`src/common/opt_pkg.sv`:
```
// Package: register map, reset values and carrier types for output/power/timing control
package opt_pkg;
  // Register offsets
  localparam logic [7:0] OFS_OUT  = 8'h26;
  localparam logic [7:0] OFS_CFG  = 8'h27;
  localparam logic [7:0] OFS_VHD  = 8'h28;
  localparam logic [7:0] OFS_HDL  = 8'h29;
  localparam logic [7:0] OFS_LWH  = 8'h2a;
  localparam logic [7:0] OFS_LWL  = 8'h2b;
  localparam logic [7:0] OFS_SHH  = 8'h2c;
  localparam logic [7:0] OFS_SHL  = 8'h2d;
  localparam logic [7:0] OFS_AUD  = 8'h2e;
  localparam logic [7:0] OFS_STAT = 8'h2f;
  localparam int         NUM_RW   = 9;

  // Field positions, output_power_control
  localparam int B_GL_TRI   = 7;
  localparam int B_SOG_TRI  = 6;
  localparam int B_SPD_TRI  = 5;
  localparam int B_I2S_TRI  = 4;
  localparam int B_PD_POL   = 3;
  localparam int B_PD_FN_HI = 2;
  localparam int B_PD_FN_LO = 1;
  localparam int B_PD       = 0;
  // power_clock_sync_config
  localparam int B_AUTO_PD  = 7;
  localparam int B_ADDR_LSB = 6;
  localparam int B_MCLK_EXT = 5;
  localparam int B_EMB_SYNC = 4;
  localparam int B_FORCE_DE = 3;
  // audio_serial_config
  localparam int B_CTRL_EN  = 7;
  // link_status
  localparam int B_ST_DE    = 6;
  localparam int B_ST_CLK   = 5;
  localparam int B_ST_MUTE  = 4;
  localparam int B_ST_KEYS  = 3;

  // Reset values
  localparam logic [7:0] RST_OUT = 8'h08;
  localparam logic [7:0] RST_CFG = 8'h80;
  localparam logic [7:0] RST_VHD = 8'h61;
  localparam logic [7:0] RST_HDL = 8'h04;
  localparam logic [7:0] RST_LWH = 8'h05;
  localparam logic [7:0] RST_LWL = 8'h00;
  localparam logic [7:0] RST_SHH = 8'h02;
  localparam logic [7:0] RST_SHL = 8'hd0;
  localparam logic [7:0] RST_AUD = 8'h18;

  // Synchronised pin inputs, index into one vector
  localparam int S_PD    = 0;
  localparam int S_SYNC  = 1;
  localparam int S_DE    = 2;
  localparam int S_CLK   = 3;
  localparam int S_MUTE  = 4;
  localparam int S_KEYS  = 5;
  localparam int S_HS    = 6;
  localparam int S_VS    = 7;
  localparam int NUM_S   = 8;

  typedef struct packed {
    logic       wr;
    logic       rd;
    logic [7:0] addr;
    logic [7:0] wdata;
  } opt_reg_req_t;

  typedef logic [NUM_RW-1:0][7:0] opt_regs_t;

  typedef struct packed {
    opt_regs_t        regs;
    logic [NUM_S-1:0] s1;
    logic [NUM_S-1:0] s2;
    logic             hs_d;
    logic             vs_d;
    logic             field;
    logic [11:0]      h_cnt;
    logic [11:0]      v_cnt;
    logic             gde_d;
    logic [7:0]       rdata;
    logic [29:0]      data_out;
    logic             data_oe;
    logic             hs_out;
    logic             hs_oe;
    logic             vs_out;
    logic             vs_oe;
    logic             dclk;
    logic             dclk_oe;
    logic             sog_out;
    logic             sog_oe;
    logic             spd_out;
    logic             spd_oe;
    logic [3:0]       i2s_out;
    logic             i2s_oe;
    logic             avf;
    logic             sav;
    logic             eav;
    logic             pwr_dn;
    logic             seek;
  } opt_state_t;
endpackage

```
`src/verilog/opt_ctrl.sv`:
```
// Output three-state, power-down, timing generator and status registers
// Operation
// Global three-state bit floats every output except sync-on-green; resets 0.
// Sync-on-green three-state bit floats that pin; resets 0.
// Bits 5 and 4 float S/PDIF and I2S pins; reset 0.
// Polarity bit: 0 pin active low, 1 active high; resets 1.
// Pin function picks power state and whether sync-on-green floats.
// Pin function acts only while the power-down pin is asserted.
// Power-down bit floats syncs, data clock and 30 data outputs.
// Sync detection and register access keep working during power-down.
// Auto power-down enters seek mode when no sync is detected.
// Bit 6 drives the protection bus address LSB.
// Bit 5 selects external audio master clock.
// External master clock must be locked to video clock by host.
// Embedded sync enable inserts start and end of active video codes.
// Force bit derives display enable from internal timing generator.
// Interlace offset shifts field 1 by that many lines.
// Vertical delay counts lines from vsync edge to active video.
// Ten-bit horizontal delay counts pixels from hsync edge.
// Twelve-bit line width and screen height, nibble then byte.
// Control enable puts link control signals on I2S pins.
// Audio mode and right-justified sample width go to the audio block.
// Status reports link display enable and link clock presence.
// Status reports mute and successful key read.
// Status writes ignored; reads return live status.
module opt_ctrl (
  input  wire logic                  clk,
  input  wire logic                  sys_rst,
  input  wire opt_pkg::opt_reg_req_t reg_req,
  output logic [7:0]                 reg_rdata,
  input  wire logic                  powerdown_pin,
  input  wire logic                  sync_detect,
  input  wire logic                  link_de_det,
  input  wire logic                  link_clk_det,
  input  wire logic                  link_av_mute,
  input  wire logic                  keys_read_ok,
  input  wire logic                  hsync_in,
  input  wire logic                  vsync_in,
  input  wire logic                  link_de_in,
  input  wire logic [29:0]           video_in,
  input  wire logic                  sog_in,
  input  wire logic                  spdif_in,
  input  wire logic [3:0]            i2s_in,
  input  wire logic [3:0]            link_ctrl_in,
  output logic [29:0]                data_out,
  output logic                       data_oe,
  output logic                       hsync_out_pin,
  output logic                       hsync_oe,
  output logic                       vsync_out_pin,
  output logic                       vsync_oe,
  output logic                       data_clock_out,
  output logic                       data_clock_oe,
  output logic                       sync_on_green_out,
  output logic                       sync_on_green_oe,
  output logic                       spdif_out,
  output logic                       spdif_oe,
  output logic [3:0]                 i2s_out,
  output logic                       i2s_oe,
  output logic                       active_video_flag,
  output logic                       sav_flag,
  output logic                       eav_flag,
  output logic                       powered_down,
  output logic                       seek_mode,
  output logic                       protect_addr_lsb,
  output logic                       mclk_ext_sel,
  output logic [1:0]                 audio_mode,
  output logic [4:0]                 audio_width
);

  opt_pkg::opt_state_t st;
  opt_pkg::opt_state_t next_st;

  // Index of a writable register, NUM_RW when unmapped
  function automatic logic [3:0] reg_index(input logic [7:0] a);
    if (a >= opt_pkg::OFS_OUT && a <= opt_pkg::OFS_AUD) begin
      reg_index = 4'(a - opt_pkg::OFS_OUT);
    end else begin
      reg_index = 4'(opt_pkg::NUM_RW);
    end
  endfunction

  logic [7:0]  r_out;
  logic [7:0]  r_cfg;
  logic [7:0]  r_aud;
  logic [5:0]  v_delay;
  logic [9:0]  h_delay;
  logic [11:0] line_w;
  logic [11:0] scr_h;
  logic [7:0]  status;
  logic        pin_act;
  logic        all_hiz;
  logic        vid_hiz;
  logic        hs_edge;
  logic        vs_edge;
  logic [12:0] h_end;
  logic [12:0] v_start;
  logic [12:0] v_end;
  logic        gde;
  logic [3:0]  widx;

  always_comb begin
    r_out   = st.regs[0];
    r_cfg   = st.regs[1];
    r_aud   = st.regs[8];
    v_delay = st.regs[2][7:2];
    h_delay = {st.regs[2][1:0], st.regs[3]};
    line_w  = {st.regs[4][3:0], st.regs[5]};
    scr_h   = {st.regs[6][3:0], st.regs[7]};
    // Live synchronised levels, never latched
    status  = 8'h00;
    status[opt_pkg::B_ST_DE]   = st.s2[opt_pkg::S_DE];
    status[opt_pkg::B_ST_CLK]  = st.s2[opt_pkg::S_CLK];
    status[opt_pkg::B_ST_MUTE] = st.s2[opt_pkg::S_MUTE];
    status[opt_pkg::B_ST_KEYS] = st.s2[opt_pkg::S_KEYS];
    // Pin level read through the polarity bit
    pin_act = r_out[opt_pkg::B_PD_POL] ? st.s2[opt_pkg::S_PD]
                                       : !st.s2[opt_pkg::S_PD];
    all_hiz = r_out[opt_pkg::B_GL_TRI] | pin_act;
    vid_hiz = all_hiz | r_out[opt_pkg::B_PD];
    hs_edge = st.s2[opt_pkg::S_HS] & !st.hs_d;
    vs_edge = st.s2[opt_pkg::S_VS] & !st.vs_d;
    h_end   = 13'(h_delay) + 13'(line_w);
    // Field 1 starts later by the interlace offset
    v_start = 13'(v_delay) + (st.field ? 13'(r_cfg[2:0]) : 13'h0000);
    v_end   = v_start + 13'(scr_h);
    gde     = (13'(st.h_cnt) >= 13'(h_delay)) && (13'(st.h_cnt) < h_end) &&
              (13'(st.v_cnt) >= v_start) && (13'(st.v_cnt) < v_end);
    widx    = reg_index(reg_req.addr);

    next_st = st;
    next_st.s1 = {vsync_in, hsync_in, keys_read_ok, link_av_mute,
                  link_clk_det, link_de_det, sync_detect, powerdown_pin};
    next_st.s2 = st.s1;
    next_st.hs_d = st.s2[opt_pkg::S_HS];
    next_st.vs_d = st.s2[opt_pkg::S_VS];

    // Register port stays live in every power state
    if (reg_req.wr && widx < 4'(opt_pkg::NUM_RW)) begin
      next_st.regs[widx] = reg_req.wdata;
    end
    if (reg_req.rd) begin
      if (reg_req.addr == opt_pkg::OFS_STAT) begin
        next_st.rdata = status;
      end else if (widx < 4'(opt_pkg::NUM_RW)) begin
        next_st.rdata = st.regs[widx];
      end else begin
        next_st.rdata = 8'h00;
      end
    end

    // Timing counters run on sync edges even in power-down
    if (hs_edge) begin
      next_st.h_cnt = 12'h000;
      if (st.v_cnt != 12'hfff) begin
        next_st.v_cnt = st.v_cnt + 12'h001;
      end
    end else if (st.h_cnt != 12'hfff) begin
      next_st.h_cnt = st.h_cnt + 12'h001;
    end
    if (vs_edge) begin
      next_st.v_cnt = 12'h000;
      next_st.field = !st.field;
    end
    next_st.gde_d = gde;

    // Display enable source
    next_st.avf = r_cfg[opt_pkg::B_FORCE_DE] ? gde : link_de_in;
    // Code markers at the edges of the generated active window
    next_st.sav = r_cfg[opt_pkg::B_EMB_SYNC] & gde & !st.gde_d;
    next_st.eav = r_cfg[opt_pkg::B_EMB_SYNC] & !gde & st.gde_d;

    next_st.data_out = video_in;
    next_st.hs_out   = st.s2[opt_pkg::S_HS];
    next_st.vs_out   = st.s2[opt_pkg::S_VS];
    next_st.dclk     = !st.dclk;
    next_st.sog_out  = sog_in;
    next_st.spd_out  = spdif_in;
    next_st.i2s_out  = r_aud[opt_pkg::B_CTRL_EN] ? link_ctrl_in : i2s_in;

    next_st.data_oe = !vid_hiz;
    next_st.hs_oe   = !vid_hiz;
    next_st.vs_oe   = !vid_hiz;
    next_st.dclk_oe = !vid_hiz;
    next_st.spd_oe  = !(all_hiz | r_out[opt_pkg::B_SPD_TRI]);
    next_st.i2s_oe  = !(all_hiz | r_out[opt_pkg::B_I2S_TRI]);
    // Odd function codes also float sync-on-green
    next_st.sog_oe  = !(r_out[opt_pkg::B_SOG_TRI] |
                        (pin_act & r_out[opt_pkg::B_PD_FN_LO]));
    next_st.seek    = r_cfg[opt_pkg::B_AUTO_PD] & !st.s2[opt_pkg::S_SYNC];
    next_st.pwr_dn  = r_out[opt_pkg::B_PD] |
                      (pin_act & !r_out[opt_pkg::B_PD_FN_HI]) |
                      next_st.seek;
  end

  always_ff @(posedge clk or posedge sys_rst) begin
    if (sys_rst) begin
      st      <= '0;
      st.regs <= {opt_pkg::RST_AUD, opt_pkg::RST_SHL, opt_pkg::RST_SHH,
                  opt_pkg::RST_LWL, opt_pkg::RST_LWH, opt_pkg::RST_HDL,
                  opt_pkg::RST_VHD, opt_pkg::RST_CFG, opt_pkg::RST_OUT};
    end else begin
      st <= next_st;
    end
  end

  assign reg_rdata         = st.rdata;
  assign data_out          = st.data_out;
  assign data_oe           = st.data_oe;
  assign hsync_out_pin     = st.hs_out;
  assign hsync_oe          = st.hs_oe;
  assign vsync_out_pin     = st.vs_out;
  assign vsync_oe          = st.vs_oe;
  assign data_clock_out    = st.dclk;
  assign data_clock_oe     = st.dclk_oe;
  assign sync_on_green_out = st.sog_out;
  assign sync_on_green_oe  = st.sog_oe;
  assign spdif_out         = st.spd_out;
  assign spdif_oe          = st.spd_oe;
  assign i2s_out           = st.i2s_out;
  assign i2s_oe            = st.i2s_oe;
  assign active_video_flag = st.avf;
  assign sav_flag          = st.sav;
  assign eav_flag          = st.eav;
  assign powered_down      = st.pwr_dn;
  assign seek_mode         = st.seek;
  // Straight register bits; the audio clock lock is the host's job
  assign protect_addr_lsb  = st.regs[1][opt_pkg::B_ADDR_LSB];
  assign mclk_ext_sel      = st.regs[1][opt_pkg::B_MCLK_EXT];
  assign audio_mode        = st.regs[8][6:5];
  assign audio_width       = st.regs[8][4:0];
endmodule

```
`config.mk`:
```
export PLATFORM = sky130hd
export DESIGN_NAME = opt_ctrl
export DESIGN_NICKNAME = d
export VERILOG_FILES = /design/src/common/opt_pkg.sv /design/src/verilog/opt_ctrl.sv
export SDC_FILE = /design/constraint.sdc
export NUM_CORES = 1
export LEC_CHECK = 0
export ABC_AREA = 1
export BUFFER_PORTS_ARGS = -buffer_cell sky130_fd_sc_hd__buf_2
export CAP_MARGIN = 20
export CORE_ASPECT_RATIO = 1.5
export CORE_UTILIZATION = 50
export DETAILED_ROUTE_END_ITERATION = 12
export PLACE_DENSITY = 0.69
export SYNTH_ARGS = -nofsm -noshare
export SYNTH_HDL_FRONTEND = slang
export SYNTH_SLANG_ARGS = --single-unit
export TNS_END_PERCENT = 100
```
`constraint.sdc`:
```
create_clock -name clk -period 11.52 [get_ports clk]
set_clock_uncertainty 0.15 [all_clocks]
set_input_delay 2.304 -clock clk [delete_from_list [all_inputs] [get_ports clk]]
set_output_delay 2.304 -clock clk [all_outputs]
set_load 0.01 [all_outputs]
```
==> reports/summary.md <==
• **global-route total usage across every layer** 24.90%
• **synthesis-to-finish area growth** 11.41%
• **post-synth top area cell** sky130_fd_sc_hd__dfrtp_1
• **count of mapped cells out of synthesis** 1128
• **Data arrival, critical path** 4.38 ns
• **top cells by area, synth** sky130_fd_sc_hd__dfrtp_1 (42%), sky130_fd_sc_hd__nand2_1 (11%), sky130_fd_sc_hd__ha_1 (8.6%)
• **antenna diode instance count** 0
• **RePlAce Congestion** 0.9635
• **proportion of netlist area held by the largest area contributor** 41.69%
• **die width** 113.7 um
• **outcome** finished, final reports clean
• **worst-case clock buffer depth** 2
• **router iterations before antenna repair** 6
• **end point of the critical path** r_aud[6]
• **final-report setup violation count** 0
• **reg-to-reg startpoint** st[84]
• **Total Negative Setup Slacks** 0 ns
• **# Post-CTS Setup Buffers** 0
• **maximum number of pins on one net before global-route repair** 101
• **setup slack on the worst flop-to-flop path** 7.34 ns
• **worst rel slew slack** 40.67%
• **I/O Buffers** 136
• **top layer reached by signal wires** met4
• **# Max-Cap Violations** 0
• **Remaining DRCs** 0
• **area of the mapped netlist** 9363 um2
• **overall die height** 169.6 um
• **routed wire length on met3** 988 um
• **initial antenna violation count** 0
• **Final Slew Violations** 0
• **detailed-routed wire length on met2** 11.56 mm
• **required time of the critical path** 11.70 ns
• **endpoint of the worst-slack reg-to-reg timing path** active_video_flag
• **effective utilization at floorplan** 51.54%
• **Std-Cell Core Area** 18170 um2
• **share of layout cells above drive strength 1** 16.29%
• **Die Footprint** 19290 um2
• **Post-synth EDFFs** 0
• **Mapped Nets** 1264
• **count of vias placed by the detailed router** 7596
• **share of the yosys chip area belonging to registers** 45.62%
• **leading register cell type out of synthesis** sky130_fd_sc_hd__dfrtp_1
• **final hold slack** 0.2001 ns
• **Clock Tree Root** sky130_fd_sc_hd__clkbuf_16
• **final period demand of the worst path** 4.197 ns
• **wire length of the first global-routing pass** 36.54 mm
• **number of DRC markers in iteration 0** 459
• **via count of the first global-routing pass** 7491
• **final hold viol count** 0
• **leakage dissipation** 5.318 nW
• **RSZ-0062 raised after global routing** no
• **peak clock frequency supported by timing** 238.3 MHz
• **worst-margin pin slew** 0.8900 ns
• **DR vias/cell** 5.146
• **routed length on met1** 9.041 mm
• **count of cells along the worst register-to-register path** 24
• **CTS sink cnt** 170
• **Worst Setup Slack, final** 7.323 ns
• **standard-cell rows** 60
• **worst voltage drop across the vdd grid** 0.08457 mV
• **number of warnings reported in the yosys synthesis log** 0
• **most common cell after layout, fill and taps aside** sky130_fd_sc_hd__nand2_1
• **number of gates resized after CTS** 0
• **insertion delay to the later sink of the worst-skew pair** 0.43 ns
• **Post-Place Worst Slack** 6.874 ns
• **average size of a mapped cell** 8.300 um2
• **number of distinct library cells after synthesis** 41
• **DP HPWL** 17.16 mm
• **number of synthesized register bits** 170
• **Hold/Removal Path Class** reg -> reg
• **final worst-path cycle share** 36.43%
• **Setup crit start kind** primary input
• **Ports** 137
• **Layout Nets** 1351
• **power density over cell area** 134.4 nW/um2
• **detailed-route wire length per cell** 15.42 um
• **post-layout power** 1.402 mW
• **clock transition at the register clock pins on the worst setup and hold paths after CTS** 0.07 ns
• **leading cell types in the layout, fill and taps excluded** sky130_fd_sc_hd__nand2_1 (280), sky130_fd_sc_hd__dfrtp_1 (156), sky130_fd_sc_hd__inv_1 (144), sky130_fd_sc_hd__buf_2 (136), sky130_fd_sc_hd__o21ai_0 (105)
• **number of nets with antenna violations after detailed routing** 0
• **post-synthesis async set-or-reset flop share** 100.0%
• **number of buffers added by the clock tree synthesis step** 17
• **remaining global-route overflow** 0
• **Critical Path Start** reg_req[14]
• **endpoint kind of the worst setup timing path** flop
• **largest fanout on the critical path** 16
• **CTS tree** done
• **hold buffer count at CTS** 0
• **path type of the worst setup path** in -> reg
• **total length of routed wires** 22.76 mm
• **H-tree levels** 4
synth_stat cells (4+ instances only):
cell type / instances
sky130_fd_sc_hd__nand3_1: 37
sky130_fd_sc_hd__nand4_1: 22
sky130_fd_sc_hd__nor3_1: 19
sky130_fd_sc_hd__inv_1: 145
sky130_fd_sc_hd__o21ai_1: 10
sky130_fd_sc_hd__buf_6: 5
sky130_fd_sc_hd__buf_4: 53
sky130_fd_sc_hd__nor2_1: 90
sky130_fd_sc_hd__a21oi_1: 47
sky130_fd_sc_hd__dfstp_2: 14
sky130_fd_sc_hd__dfrtp_1: 156
sky130_fd_sc_hd__ha_1: 64
sky130_fd_sc_hd__xnor2_1: 4
sky130_fd_sc_hd__buf_2: 10
sky130_fd_sc_hd__o21ai_0: 105
sky130_fd_sc_hd__xor2_1: 22
sky130_fd_sc_hd__nand2_1: 280
sky130_fd_sc_hd__a31oi_1: 4
flip-flops by register name (all words and copies together), names as in the netlist, 10 cells and up:
signal    count
st           46
data_out     30
line_w       12
scr_h        12
h_delay      10
next_st      10
layer usage:
metal  vias to the layer above  global-route usage [%]
li1                       3756                       -
met1                      3517                   27.35
met2                       249                   44.94
met3                        74                   3.607
met4                         0                   15.16
met5                         -                       0
logic make-up (layout without fill, tap and decap cells):
kind of cell	Yosys count	count (layout)	synth area share [%]
and+or+nand+nor	466	466	21.09
buffers and inverters	216	316	11.32
AOI/OAI and AO/OA	183	183	10.34
DFF	170	170	45.62
adders and majority gates	67	67	9.194
xor gates and xnor gates	26	26	2.432
cell type report:
cell class	count	area, um2
Tap cell	248	310.3
Multi-Input combinational cell	742	4031
Timing Repair Buffer	137	688.2
Sequential cell	170	4272
Clock inverter	13	130.1
Fill cell	1728	7736
Inverter	147	556.8
Clock buffer	19	442.9
report_power, final:
group | leakage [nW] | total, mW | internal [mW] | switching [mW]
Combinational | 2.88 | 0.186 | 0.0697 | 0.117
Clock | 0.279 | 0.564 | 0.309 | 0.254
Sequential | 2.15 | 0.652 | 0.627 | 0.0245
Total | 5.32 | 1.40 | 1.01 | 0.395
through the flow:
stage / cell area, um2 / std cells / utilization (%)
6_report: 10430 / 1476 / 57.42
5_1_grt: 10430 / 1476 / 57.42
4_1_cts: 10430 / 1476 / 57.42
3_5_place_dp: 9858 / 1444 / 54.26
3_3_place_gp: 9858 / 1444 / 54.26
2_1_floorplan: 9363 / 1128 / -
worst min-delay path by stage:
stage,startpoint,to,slack [ns],cells past startpoint
final,next_st[88],st[88],0.20,0
after global routing,next_st[87],st[87],0.20,0
after CTS,next_st[87],st[87],0.20,0
after detailed placement,next_st[88],st[88],0.18,0
after global placement,next_st[91],st[91],0.18,0
after floorplan,next_st[94],next_st[17],0.18,0
critical path, stage by stage:
cell	delay, ns
sky130_fd_sc_hd__buf_2	0.10
sky130_fd_sc_hd__nor2_1	0.14
sky130_fd_sc_hd__nand2_1	0.11
sky130_fd_sc_hd__nor2_4	0.32
sky130_fd_sc_hd__nand3_4	0.21
sky130_fd_sc_hd__nor2_4	0.31
sky130_fd_sc_hd__nand4_1	0.51
sky130_fd_sc_hd__o21ai_0	0.37
(Power assumes the default switching activity.)
